==> src/hw/stop_len_pkg.sv <==
package stop_len_pkg;
  localparam int CNT_W = 6;
  // Stop interval in sixteenths of a bit is base plus selection code
  localparam logic [CNT_W-1:0] FIVE_BIT_BASE = 6'h11;
  localparam logic [CNT_W-1:0] WIDE_LOW_BASE = 6'h09;
  localparam logic [CNT_W-1:0] WIDE_HIGH_BASE = 6'h11;
  localparam logic [CNT_W-1:0] ONE_BIT_TICKS = 6'h10;
  localparam logic [CNT_W-1:0] EXT_ONE_STOP = 6'h01;
  localparam logic [CNT_W-1:0] EXT_TWO_STOP = 6'h02;
  localparam logic [CNT_W-1:0] MODEM_STOP_TICKS = 6'h10;
  localparam logic [CNT_W-1:0] CNT_RESET = 6'h00;
  localparam logic [1:0] CHAR_LEN_5 = 2'h0;
  localparam int SEL_TOP_BIT = 3;

  typedef enum logic {
    TX_IDLE = 1'b0,
    TX_STOP = 1'b1
  } tx_state_t;

  typedef enum logic {
    RX_IDLE = 1'b0,
    RX_WAIT = 1'b1
  } rx_state_t;
endpackage

==> src/hw/stop_len_ctrl.sv <==
// Overview of operation
// RULE1 - Six to eight bit characters: stop from 9/16 to two bits.
// RULE2 - Five bit characters get stop intervals from 17/16 to two bits.
// RULE3 - Code 0 gives 17 or 9 sixteenths; codes 7 and 15 give 16, 32. With five bit characters code 7 gives 24 here.
// RULE4 - Receiver samples only mid first stop bit, one bit after last bit.
// RULE5 - With external 1x clock only selection bit 3 counts: one or two bits.
// RULE6 - In modem mode the stop selection field has no effect.
// RULE7 - Line stays idle high for the whole stop interval before next start.
`timescale 1ns/1ps
module stop_len_ctrl
  import stop_len_pkg::*;
(
  // Clock and reset
  input wire logic clk,
  input wire logic nrst,
  // Mode settings
  input wire logic [3:0] stop_len_sel,
  input wire logic [1:0] char_len,
  input wire logic parity_en,
  input wire logic ext_1x_clk,
  input wire logic modem_mode,
  // Bit-rate ticks
  input wire logic tick16,
  input wire logic tick1x,
  // Transmitter side
  input wire logic tx_stop_start,
  output logic tx_stop_busy,
  output logic tx_stop_done,
  // Receiver side
  input wire logic rx_data_centre,
  input wire logic rx_parity_centre,
  input wire logic rxd,
  output logic rx_stop_wait,
  output logic rx_stop_ok,
  output logic rx_frame_err
);

  tx_state_t tx_state;
  rx_state_t rx_state;
  logic [CNT_W-1:0] next_len;
  logic [CNT_W-1:0] tx_len;
  logic [CNT_W-1:0] tx_cnt;
  logic [CNT_W-1:0] rx_cnt;
  logic tx_ext;
  logic tx_tick;
  logic tx_accept;
  logic tx_last;
  logic rx_begin;
  logic rx_last;

  // Stop interval in ticks for the character about to finish
  always_comb begin
    if (modem_mode) begin
      next_len = MODEM_STOP_TICKS; // RULE6
    end else if (ext_1x_clk) begin
      next_len = stop_len_sel[SEL_TOP_BIT] ? EXT_TWO_STOP
                                           : EXT_ONE_STOP; // RULE5
    end else if (char_len == CHAR_LEN_5) begin
      next_len = FIVE_BIT_BASE + {2'h0, stop_len_sel}; // RULE2
    end else if (!stop_len_sel[SEL_TOP_BIT]) begin
      next_len = WIDE_LOW_BASE + {2'h0, stop_len_sel}; // RULE1
    end else begin
      next_len = WIDE_HIGH_BASE + {2'h0, stop_len_sel}; // RULE3
    end
  end

  assign tx_tick = tx_ext ? tick1x : tick16;
  assign tx_accept = (tx_state == TX_IDLE) && tx_stop_start;
  assign tx_last = (tx_state == TX_STOP) && tx_tick &&
                   (tx_cnt + 6'h01 == tx_len);

  // Transmit stop timer; starts are ignored until the interval ends
  always_ff @(posedge clk or negedge nrst) begin
    if (!nrst) begin
      tx_state <= TX_IDLE;
      tx_cnt <= CNT_RESET;
      tx_len <= CNT_RESET;
      tx_ext <= 1'h0;
    end else begin
      unique case (tx_state)
        TX_IDLE: begin
          if (tx_stop_start) begin
            tx_state <= TX_STOP;
            tx_cnt <= CNT_RESET;
            tx_len <= next_len;
            tx_ext <= ext_1x_clk && !modem_mode;
          end
        end
        TX_STOP: begin
          if (tx_last) begin
            tx_state <= TX_IDLE; // RULE7
          end else if (tx_tick) begin
            tx_cnt <= tx_cnt + 6'h01;
          end
        end
      endcase
    end
  end

  // Transmit status flags
  always_ff @(posedge clk or negedge nrst) begin
    if (!nrst) begin
      tx_stop_busy <= 1'h0;
      tx_stop_done <= 1'h0;
    end else begin
      tx_stop_busy <= tx_accept || ((tx_state == TX_STOP) && !tx_last);
      tx_stop_done <= tx_last; // RULE7
    end
  end

  // Receive check starts at the centre of the last data or parity bit
  assign rx_begin = parity_en ? rx_parity_centre : rx_data_centre; // RULE4
  assign rx_last = (rx_state == RX_WAIT) && tick16 &&
                   (rx_cnt + 6'h01 == ONE_BIT_TICKS);

  always_ff @(posedge clk or negedge nrst) begin
    if (!nrst) begin
      rx_state <= RX_IDLE;
      rx_cnt <= CNT_RESET;
    end else begin
      unique case (rx_state)
        RX_IDLE: begin
          if (rx_begin) begin
            rx_state <= RX_WAIT;
            rx_cnt <= CNT_RESET;
          end
        end
        RX_WAIT: begin
          if (rx_last) begin
            rx_state <= RX_IDLE;
          end else if (tick16) begin
            rx_cnt <= rx_cnt + 6'h01;
          end
        end
      endcase
    end
  end

  // Single sample of the line, whatever stop length is programmed
  always_ff @(posedge clk or negedge nrst) begin
    if (!nrst) begin
      rx_stop_wait <= 1'h0;
      rx_stop_ok <= 1'h0;
      rx_frame_err <= 1'h0;
    end else begin
      rx_stop_wait <= ((rx_state == RX_IDLE) && rx_begin) ||
                      ((rx_state == RX_WAIT) && !rx_last);
      rx_stop_ok <= rx_last && rxd; // RULE4
      rx_frame_err <= rx_last && !rxd; // RULE4
    end
  end

  // Helper counters of ticks seen since each start
  logic [CNT_W-1:0] tx_seen;
  logic [CNT_W-1:0] rx_seen;

  always_ff @(posedge clk or negedge nrst) begin
    if (!nrst) begin
      tx_seen <= CNT_RESET;
      rx_seen <= CNT_RESET;
    end else begin
      if (tx_accept) begin
        tx_seen <= CNT_RESET;
      end else if ((tx_state == TX_STOP) && tx_tick) begin
        tx_seen <= tx_seen + 6'h01;
      end
      if ((rx_state == RX_IDLE) && rx_begin) begin
        rx_seen <= CNT_RESET;
      end else if ((rx_state == RX_WAIT) && tick16) begin
        rx_seen <= rx_seen + 6'h01;
      end
    end
  end

  wide_range_a: assert property (@(posedge clk) disable iff (!nrst) // RULE1
    (tx_accept && !modem_mode && !ext_1x_clk && char_len != CHAR_LEN_5)
    |=> (tx_len >= 6'h09) && (tx_len <= 6'h20))
    else $error("wide character stop length out of range");

  five_range_a: assert property (@(posedge clk) disable iff (!nrst) // RULE2
    (tx_accept && !modem_mode && !ext_1x_clk && char_len == CHAR_LEN_5)
    |=> (tx_len >= 6'h11) && (tx_len <= 6'h20))
    else $error("five bit stop length out of range");

  code_points_a: assert property (@(posedge clk) disable iff (!nrst) // RULE3
    (tx_accept && !modem_mode && !ext_1x_clk) |=>
    ($past(stop_len_sel) != 4'h0 || tx_len ==
      (($past(char_len) == CHAR_LEN_5) ? 6'h11 : 6'h09)) &&
    ($past(stop_len_sel) != 4'h7 || $past(char_len) == CHAR_LEN_5 ||
      tx_len == 6'h10) &&
    ($past(stop_len_sel) != 4'hF || tx_len == 6'h20))
    else $error("stop code maps to wrong length");

  rx_centre_a: assert property (@(posedge clk) disable iff (!nrst) // RULE4
    (rx_stop_ok || rx_frame_err) |-> (rx_seen == 6'h10) &&
    (rx_stop_ok == $past(rxd)))
    else $error("receiver stop sample taken at wrong point");

  ext_clock_a: assert property (@(posedge clk) disable iff (!nrst) // RULE5
    (tx_accept && ext_1x_clk && !modem_mode) |=>
    tx_len == ($past(stop_len_sel[3]) ? 6'h02 : 6'h01))
    else $error("external clock stop count wrong");

  modem_fixed_a: assert property (@(posedge clk) disable iff (!nrst) // RULE6
    (tx_accept && modem_mode) |=> tx_len == 6'h10)
    else $error("modem mode stop length depends on field");

  stop_whole_a: assert property (@(posedge clk) disable iff (!nrst) // RULE7
    tx_stop_done |-> (tx_seen == tx_len) && !tx_stop_busy &&
    $past(tx_stop_busy))
    else $error("stop interval ended early or late");

  busy_hold_a: assert property (@(posedge clk) disable iff (!nrst) // RULE7
    (tx_stop_busy && !tx_stop_done) |-> (tx_state == TX_STOP) &&
    (tx_seen < tx_len))
    else $error("line released before stop interval ended");

  // A start that arrives while the interval runs must not reload it
  stop_held_a: assert property (@(posedge clk) disable iff (!nrst) // RULE7
    (tx_stop_busy && !tx_stop_done) |=> $stable(tx_len))
    else $error("stop length changed while interval runs");

  done_pulse_a: assert property (@(posedge clk) disable iff (!nrst) // RULE7
    tx_stop_done |=> !tx_stop_done)
    else $error("stop done flag held longer than one cycle");

  rx_result_a: assert property (@(posedge clk) disable iff (!nrst) // RULE4
    (rx_stop_ok || rx_frame_err) |-> !rx_stop_wait &&
    !(rx_stop_ok && rx_frame_err))
    else $error("receiver result flags inconsistent");

endmodule

==> config.mk <==
export PLATFORM = sky130hd
export DESIGN_NAME = stop_len_ctrl
export DESIGN_NICKNAME = d
export VERILOG_FILES = /design/src/hw/stop_len_pkg.sv /design/src/hw/stop_len_ctrl.sv
export SDC_FILE = /design/constraint.sdc
export NUM_CORES = 1
export LEC_CHECK = 0
export ABC_AREA = 1
export BUFFER_PORTS_ARGS = -buffer_cell sky130_fd_sc_hd__buf_2
export CORE_MARGIN = 3
export CORE_UTILIZATION = 50
export DETAILED_ROUTE_END_ITERATION = 12
export GPL_ROUTABILITY_DRIVEN = 0
export PLACE_DENSITY_LB_ADDON = 0.3
export REMOVE_ABC_BUFFERS = 1
export SYNTH_ARGS = -nofsm -noshare
export SYNTH_HDL_FRONTEND = slang
export SYNTH_SLANG_ARGS = --single-unit
==> constraint.sdc <==
create_clock -name clk -period 3.6 [get_ports clk]
set_clock_uncertainty 0.05 [all_clocks]
set_input_delay 0.54 -clock clk [delete_from_list [all_inputs] [get_ports clk]]
set_output_delay 0.54 -clock clk [all_outputs]
set_load 0.03 [all_outputs]
# Word-level counts from Yosys, hierarchy flattened
# Index checks and enable logic that the tools add are counted.
# word_totals
elab_cells	67
inputBits	17
regBits	26
# op_classes
mux	21
eq_ne	8
reduce_logical	21
addsub	4
bitwise_logic	2
# ops
operator	n
$mux 6	10
$pmux 6 s2	2
$add 6x1->6 const B	2
$logic_and 1x1->1	11
$ne 2x2->1 const B	5
$add 5x4->6 const A	1
$eq 6x5->1 const B	1
$eq 6x6->1	1
$mux 1	6
$reduce_and 3->1	2
$add 4x4->5 const A	1
$logic_not 1->1	4
$pmux 1 s2	2
$logic_not 2->1	1
$logic_or 1x1->1	2
$mux 2	1
$ne 2x1->1 const B	1
$not 1->1	2
$reduce_and 2->1	1

# Logic depth before layout (Yosys ltp)
# Gate-level depths: netlist of the first run.
# logic_depth
word_depth	6
ltp_mapped	13

# Least setup slack after synthesis of the first run
# No wires, ideal clock.
# synth_path
kind	register to register
start	reg tx_cnt[0]
end	reg tx_cnt[0]
t_required_ps	3432
t_arrival_ps	1447
path_slack_ps	1986
n_path_buf	0
path_stages_with_launch	13
setup_time_ps	118
cell_sequence	dfrtp_1 -> ha_1 -> inv_1 -> nand2_1 -> nand2_1 -> nor2_1 -> nand2_1 -> nor2_4 -> nand3_4 -> nand2_4 -> nand2_1 -> nand2_1 -> nand2_1
# synth_via
elab_chain_cells	5
# synth_lines
element	line_no	rtl
start: declaration	stop_len_ctrl.sv:42	logic [CNT_W-1:0] tx_cnt;
start signal: assignment	stop_len_ctrl.sv:93	tx_cnt <= tx_cnt + 6'h01;
$add 6x1->6 *	stop_len_ctrl.sv:70, stop_len_ctrl.sv:93	
$eq 6x6->1	stop_len_ctrl.sv:70	(tx_cnt + 6'h01 == tx_len);
$logic_and 1x1->1	stop_len_ctrl.sv:69	assign tx_last = (tx_state == TX_STOP) && tx_tick &&
$ne 2x2->1 (no line)	n/a	
$reduce_and 3->1 (no line)	n/a	
# Every way passes the cells marked *; elsewhere a longest branch is shown, timed or not. The select of a mux whose other input is x is not followed.
# A chain may end at the register's enable or synchronous reset.

# Worst setup path in the final report of the first run
# layout_path
start	reg tx_cnt[0]
end	reg tx_state
# layout_via
elab_chain_cells	5
# layout_lines
element	line_no	rtl
$add 6x1->6	stop_len_ctrl.sv:70	
$eq 6x6->1	stop_len_ctrl.sv:70	
$logic_and 1x1->1	stop_len_ctrl.sv:69	
$mux 1	stop_len_ctrl.sv:90	if (tx_last) begin
$pmux 1 s2	stop_len_ctrl.sv:80	unique case (tx_state)
end signal: assignment	stop_len_ctrl.sv:75	tx_state <= TX_IDLE;
end signal: assignment	stop_len_ctrl.sv:83	tx_state <= TX_STOP;
end signal: assignment	stop_len_ctrl.sv:91	tx_state <= TX_IDLE;
end: declaration	stop_len_ctrl.sv:38	tx_state_t tx_state;
# No other way between the ends.

==> results of run 1 <==
[path summary, 6_finish.rpt]
| kind | end | startpoint |
|---|---|---|
| max in group asynchronous | rx_cnt[1]$_DFFE_PN0P_ | nrst |
| worst min register to register | rx_cnt[5]$_DFFE_PN0P_ | rx_cnt[5]$_DFFE_PN0P_ |
| min in group clk | rx_frame_err$_DFF_PN0_ | rxd |
| worst max register to register | tx_state$_DFF_PN0_ | tx_cnt[0]$_DFFE_PN0P_ |
| worst max-delay path | tx_state$_DFF_PN0_ | tx_cnt[0]$_DFFE_PN0P_ |
| worst min-delay path | tx_cnt[2]$_DFFE_PN0P_ | nrst |
[layout by cell type (no fill, tap or decap), types with 2 or more instances in the layout]
cell and instances:
nand2_1 46, inv_1 26, dfrtp_1 24, buf_2 21, nand3_1 17, nand4_1 12, nor2_1 10, nand2_2 5
o21ai_0 5, ha_1 4, nor2_4 3, nand3_2 3, xor2_1 3, xnor2_1 3, o22ai_1 3, clkbuf_4 3
nor2_2 2, inv_2 2, a21oi_1 2
[layer usage]
layer / vias to the layer above / wire [um] / GRT usage
li1: 653 / - / -
met1: 571 / 1408 / 0.2624
met2: 38 / 1341 / 0.3025
met3: 10 / 134 / 0.02808
met4: 0 / 82 / 0.08861
met5: - / 0 / 0
[kinds of logic after synthesis]
family | count (synthesis) | synth area share
AOI/OAI and AO/OA | 17 | 0.07522
xor gates and xnor gates | 6 | 0.03590
adders and majority gates | 4 | 0.03419
buffers and inverters | 30 | 0.07949
DFF | 24 | 0.4103
muxes | 1 | 0.006838
and+or+nand+nor | 103 | 0.3581
[flip-flops by register name, indices dropped and copies added (netlist names)]
signal and count:
rx_frame_err 1, tx_len 6, rx_state 1, rx_cnt 6, tx_ext 1, tx_state 1, tx_stop_done 1, tx_cnt 6
rx_stop_ok 1
[through the flow]
| stage | util | instance area, um2 | worst slack, ps | hold slack (ps) |
|---|---|---|---|---|
| 6_report | 0.6268 | 1652 | 1732 | 112.6 |
| 5_1_grt | 0.6268 | 1652 | 1579 | 134.3 |
| 4_1_cts | 0.6268 | 1652 | 1764 | 124.9 |
| 3_5_place_dp | 0.6068 | 1599 | 1803 | 468.9 |
| 3_3_place_gp | 0.6068 | 1599 | 1853 | 443.8 |
| 2_1_floorplan | - | 1456 | 1986 | 194.4 |
[cell usage after synthesis]
cell / number
dfrtp_1: 24
nand3_2: 3
or2_2: 1
inv_1: 26
a21oi_2: 1
o221ai_1: 1
nor2_4: 3
nor3_1: 1
or2_1: 1
nand3_4: 1
nor2_1: 10
clkinv_1: 1
a31oi_1: 1
xor2_1: 3
xnor2_1: 3
a21oi_1: 2
nand2_4: 1
ha_1: 4
a211oi_1: 1
o21bai_1: 1
o21ai_2: 1
inv_2: 2
nand2_1: 46
o32ai_1: 1
o22ai_1: 3
nand2_2: 5
nor2_2: 2
mux2i_1: 1
nand4_1: 12
nand3_1: 17
buf_4: 1
o21ai_0: 5
[final cells by class]
type,instances,area share
Clock buffer,3,0.01364
Clock inverter,1,0.01818
Inverter,29,0.06591
Multi-Input combinational cell,131,0.4523
Sequential cell,24,0.3636
Tap cell,30,0.02273
Timing Repair Buffer,21,0.06364
[power by group]
part,switching (mW),total (mW),leakage (nW),internal [mW]
Clock,0.0839,0.196,0.0279,0.113
Sequential,0.109,0.473,0.302,0.365
Combinational,0.358,0.568,0.542,0.210
[critical path, cell delays in order (launching register included)]
cell	delay, ps
dfrtp_1	490
ha_1	280
inv_1	60
nand2_1	90
nand2_1	100
nand2_1	70
nand2_1	60
nand2_1	70
nor2_4	120
nand4_1	180
o21ai_0	130
inv_1	50
==> metrics, run 1 <==
# clock sinks 24; total I/O pin count 22; setup TNS 0 ps; setup bufs post-CTS 0; row count 18; Rel. slew slack 0.6563; initial antenna violation count 0; Cells after DPL 235; vias in the first global route 1217; starting utilization of the core area 0.5556; CTS max path bufs 2; CTS tree yes; non-filler cells, final 239; Max Fanout on Critical Path 7; grt ovf 0; die area 3613 um2; final setup vio count 0; Req. time, crit path about 3800 ps; sequential-to-total area share from yosys stat 0.4103; Die H between 60 and 70 um; fmax roughly 540 MHz; layout cells sized above 1 0.2153; RSZ-0062 raised after global routing false; clock latency on the worst-skew pair 320 ps; Setup crit end kind flip-flop; Max Slew Vio Count 0; Synth top area share 0.4103; final hold violation count 0; Pwr Total roughly 1.2 mW; Post-Syn Area roughly 1500 um2; Crit Path Category flip-flop to flip-flop; R2R setup slack 1730 ps; Final ANT Viol Nets 0; hold_buf cts 0; Die Span X 60.11 um; Worst setup SP type flip-flop; Layout Nets 231; post-DR vias/cell approximately 5.3; DRC viols 0; status completed; CTS buffer count 3; Worst Hold Class input port to asynchronous set/reset pin; min Tclk post-route 1868 ps; ranking of synthesized cells by area dfrtp_1 41%, nand2_1 12%, inv_1 6.7%; P_leak 0.8711 nW; first-pass GRT wire length 5.306 mm; unique cell type count in the Yosys netlist 32; largest net degree at the start of global routing 25; worst-case reg-to-reg path depth 11; Mapped Cells 185; detailed placer's ending HPWL 2.301 mm; area delta synth->final 12.82%; critical path data arrival time 2030 ps; Routed wire per std cell ~12 um; Fillers 220; IO Port Bufs 21; post-synthesis register bit count 24; htree depth 1; TritonRoute pass-1 iters 4; mean post-synth cell area 7.913 um2; Root Driver clkbuf_4; antenna diode count 0; post-CTS sizing 0; drt total wl 2.967 mm; gr usage total 0.1935; Iter 0 DRT Violations 39; CTS clk-pin slew, worst paths 140 ps; final worst path period share 0.5189; Ys Warns 0; via count 1272; register area ~600 um2; Multi-input gate area 747.0 um2; worst-margin pin slew 515.6 ps; Yosys top cell by area dfrtp_1; max_cap viols 0; core area 2635 um2; PD cells ~750 nW/um2; Worst VDD drop 0.4565 mV
No activity file was read; power rests on OpenSTA's default activity.
==> run 2: changes to the inputs <==
- clock period: 3.6 -> 1.7 ns (I/O delays scaled with it)
==> metrics, run 2 (synthesis gave the netlist of run 1 again) <==
most common cell after layout, fill and taps aside nand2_1; antenna diode count 0; final hold violation count 0; CP max stage delay 440 ps; Worst Hold Class input port to flip-flop; Setup crit end kind flip-flop; htree depth 1; CP Capture Point tx_cnt[1]$_DFFE_PN0P_; layout cells sized above 1 0.3273; row count 18; core area 2635 um2; IO Port Bufs 21; largest net degree at the start of global routing 25; final setup vio count 2; Rel. slew slack 0.6596; CP Cell Sequence ha_4, inv_2, nand2_2, nand2_1, nor2_1, nand2_1, nor2_4, nand3_4, nand2_4, inv_2, nand2_2, nand2_2; Worst setup SP type flip-flop; total I/O pin count 22; fmax ~580 MHz; most frequent cells in the layout 38 x nand2_1, 24 x inv_1, 23 x dfrtp_1; final worst path period share 1.007; die area approximately 3600 um2; Routed wire per std cell ~13 um; detailed placer's ending HPWL 2.379 mm; critical path data arrival time 1870 ps; status complete, but fails checks; Max Slew Vio Count 0; via count 1335; Final ANT Viol Nets 0; drt total wl 3.261 mm; CP Launch Point tx_cnt[1]$_DFFE_PN0P_; Root Driver clkbuf_4; worst-margin pin slew 510.6 ps; PD cells roughly 1500 nW/um2; CP max stage cell dfrtp_1; reg-to-reg endpoint tx_cnt[1]$_DFFE_PN0P_; Pwr Total 2.737 mW; DRC viols 0; clock latency on the worst-skew pair 310 ps; # clock sinks 24; P_leak 0.9109 nW; area delta synth->final 21.88%; Die Span X roughly 60 um; Worst VDD drop 1.053 mV; failing checks setup timing; dpl ws 10.68 ps; CTS tree yes; vias in the first global route 1283; TritonRoute pass-1 iters 4; Crit Path Category flip-flop to flip-flop; min Tclk post-route 1712 ps; grt ovf 0; CTS buffer count 3; Layout Nets 243; starting utilization of the core area 0.5556; Die H 60.11 um; CTS clk-pin slew, worst paths 120 ps; worst-case reg-to-reg path depth 12; non-filler cells, final 250; setup ws final -12.05 ps; post-DR vias/cell 5.340; Cells after DPL 241; gr usage total 0.1931; RSZ-0062 raised after global routing true; max_cap viols 0; R2R setup slack -10 ps; first-pass GRT wire length about 5.4 mm; R2R Path Start tx_cnt[1]$_DFFE_PN0P_; top flop regs rx_cnt x6, tx_cnt x6, tx_len x6; initial antenna violation count 0; CTS max path bufs 2; Max Fanout on Critical Path 8; Iter 0 DRT Violations 38; Req. time, crit path between 1500 and 2000 ps; cell mode on critical path nand2_2
[run 2: changes by cell type in the layout (fill, tap and decap cells not counted), moves of 2 or more]
cell / before / now
nand3_1: 17 / 15
nand2_2: 5 / 13
ha_1: 4 / 2
buf_4: 0 / 10
inv_2: 2 / 4
nand2_1: 46 / 38
inv_1: 26 / 24
[run 2: per-stage QoR]
stage / utilization / hold slack, ps / instance area [um2] / TNS, ps
final: 0.6771 / 38.89 / 1784 / -20.53
after global routing: 0.6771 / 19.13 / 1784 / -1495
after CTS: 0.6391 / 34.88 / 1684 / 0
after detailed placement: 0.6239 / 218.1 / 1644 / 0
after global placement: 0.6239 / 210.9 / 1644 / 0
after floorplan: - / -90.59 / 1456 / 0
[run 2: worst min-delay path by stage]
| stage | startpoint | end | cells after the start |
|---|---|---|---|
| after detailed placement | nrst | tx_cnt[3]$_DFFE_PN0P_ | 1 |
| after global routing | rxd | rx_frame_err$_DFF_PN0_ | 2 |
| after floorplan | nrst | rx_cnt[0]$_DFFE_PN0P_ | 0 |
| final | rxd | rx_frame_err$_DFF_PN0_ | 2 |
| after CTS | rxd | rx_frame_err$_DFF_PN0_ | 2 |
| after global placement | nrst | tx_cnt[3]$_DFFE_PN0P_ | 1 |
[run 2: cell type report]
| class | instances | area, um2 |
|---|---|---|
| fillers | 214 | 850.8 |
| multi-input cells | 131 | 812.0 |
| flip-flops and latches | 24 | 601.8 |
| repair buffers | 33 | 201.4 |
| inverters | 29 | 108.9 |
| well taps | 30 | 37.54 |
| clock buffers | 3 | 22.52 |
[run 2: metal layers]
| metal | share of wire | global-route usage |
|---|---|---|
| met1 | 0.45 | 0.2601 |
| met2 | 0.50 | 0.3287 |
| met3 | 0.047 | 0.04104 |
| met4 | 0.0086 | 0.01899 |
| met5 | 0 | 0 |
[run 2: critical path: cells and delay by family, from the launching register on]
kind / cells / cell delay, ps
adder cells (fa/ha/maj): 1 / 300
AND/OR/NAND/NOR: 9 / 740
buffers and inverters: 2 / 80
flip-flops: 1 / 440
[run 2: where the power goes]
group,internal (mW),leakage [nW],switching (mW)
combinational,0.623,0.597,0.882
clock,0.0828,0.0138,0.152
sequential,0.776,0.300,0.221
[run 2: repair_timing]
action                     4_1_cts  5_1_grt
setup buffers                    1        4
resized for setup                0       20
pin swaps                        1       17
gates cloned                     0        0
hold endpoints to repair        24        0
hold buffers                     1        0
setup endpoints to repair        1       16
==> run 3: changes to the inputs <==
- MAX_ROUTING_LAYER: default -> met4
==> metrics, run 3 (synthesis gave the netlist of run 1 again) <==
drt total wl 3.267 mm; final hold violation count 0; failing checks setup timing; final worst path period share 1.006; Crit Path Category flip-flop to flip-flop; Worst VDD drop approximately 1.0 mV; number of buffers and inverters on the critical path 2; critical path data arrival time 1870 ps; Fillers ~210; most common cell after layout, fill and taps aside nand2_1; antenna diode count 0; Max Slew Vio Count 0; setup TNS -19.09 ps; cell-internal power approximately 1.5 mW; TritonRoute pass-1 iters 4; Clock power frac 0.085; final setup vio count 2; area delta synth->final 21.88%; vias in the first global route 1287; via count 1340; Routed wire per std cell 13.07 um; register area 601.8 um2; core area 2635 um2; Root Driver clkbuf_4; top flop regs rx_cnt x6, tx_cnt x6, tx_len x6; min Tclk post-route 1711 ps; combinational group share of total power 0.550; Iter 0 DRT Violations 38; initial antenna violation count 0; cell mode on critical path nand2_2; most frequent cells in the layout 38 x nand2_1, 24 x inv_1, 23 x dfrtp_1; RSZ-0062 raised after global routing true; clock latency on the worst-skew pair 310 ps; P_leak roughly 0.91 nW; Setup crit end kind flip-flop; Die Span X 60.11 um; CTS clk-pin slew, worst paths 120 ps; PD cells roughly 1500 nW/um2; layout cells sized above 1 0.3273; Cells after DPL 241; crit-path leading delay family simple AND/OR/NAND/NOR gates; Sw Share 0.4583; DRC viols 0; Req. time, crit path roughly 1900 ps; CTS tree yes; Worst Hold Class input port to flip-flop; grt ovf 0; fmax roughly 600 MHz; IO Port Bufs 21; starting utilization of the core area 0.5556; CP Cell Sequence ha_4, inv_2, nand2_2, nand2_1, nor2_1, nand2_1, nor2_4, nand3_4, nand2_4, inv_2, nand2_2, nand2_2; first-pass GRT wire length approximately 5.4 mm; Die H around 60 um; max_cap viols 0; total I/O pin count 22; Rel. slew slack 0.6602; htree depth 1; largest net degree at the start of global routing 25; CP max stage delay approximately 440 ps; Final ANT Viol Nets 0; detailed placer's ending HPWL 2.379 mm; worst-margin pin slew ~510 ps; die area roughly 3600 um2; worst hold slack a little under 40 ps; Worst setup SP type flip-flop; status complete, but fails checks; dpl ws ~11 ps; post-DR vias/cell 5.360; row count 18; CP max stage cell dfrtp_1; gr usage total 0.1987; Max Fanout on Critical Path 8; NetSw 1.253 mW; setup ws final -10.67 ps; Layout Nets approximately 240; CTS max path bufs 2; Flop pwr share 0.364; CTS buffer count 3; non-filler cells, final 250; Multi-input gate area 812.0 um2; # clock sinks 24
## run 3: cell counts in the layout (fill, tap and decap cells not counted)
No cell type changed its count.
## run 3: power by group through the flow
stage,clock network [mW],registers [mW],logic (mW)
floorplan,0,0.986,0.925
global placement,0,0.960,1.27
detailed placement,0,0.969,1.32
CTS,0.244,0.960,1.32
global route,0.268,1.02,1.70
finish,0.234,0.996,1.50
## run 3: metrics by stage
stage	total power, mW	cell area, um2	utilization
finish	2.734	1784	0.6771
detailed placement	2.285	1644	0.6239
global placement	2.227	1644	0.6239
CTS	2.528	1684	0.6391
global route	2.996	1784	0.6771
floorplan	1.911	1456	-
## run 3: layout make-up
class / instances / area share
clock buffers: 3 / 0.01262
repair buffers: 33 / 0.1129
multi-input cells: 131 / 0.4551
inverters: 29 / 0.06101
flip-flops and latches: 24 / 0.3373
well taps: 30 / 0.02104
## run 3: timing repair
action | in CTS | in global routing
hold buffers | 1 | 0
cloned | 0 | 0
setup endpoints to repair | 1 | 16
endpoints found under the hold margin | 24 | 0
pin swaps | 1 | 17
setup buffers | 1 | 4
resized for setup | 0 | 20
## run 3: per-layer routing
| metal | part of all wire | wire length, um | GRT usage |
|---|---|---|---|
| met3 | 0.046 | 151 | 0.03888 |
| met5 | 0 | 0 | - |
| met2 | 0.50 | 1633 | 0.3287 |
| met1 | 0.44 | 1453 | 0.2615 |
| met4 | 0.0086 | 28 | 0.01899 |
## run 3: final timing paths
| kind | cells past startpoint | endpoint | start | slack, ps |
|---|---|---|---|---|
| max | 12 | tx_cnt[1]$_DFFE_PN0P_ | tx_cnt[1]$_DFFE_PN0P_ | -10 |
| min | 2 | rx_frame_err$_DFF_PN0_ | rxd | 40 |
| max reg2reg | 12 | tx_cnt[1]$_DFFE_PN0P_ | tx_cnt[1]$_DFFE_PN0P_ | -10 |
| min reg2reg | 2 | tx_ext$_DFFE_PN0P_ | tx_ext$_DFFE_PN0P_ | 500 |
| max in group asynchronous | 2 | tx_cnt[2]$_DFFE_PN0P_ | nrst | 850 |
| min in group asynchronous | 2 | tx_cnt[3]$_DFFE_PN0P_ | nrst | 380 |
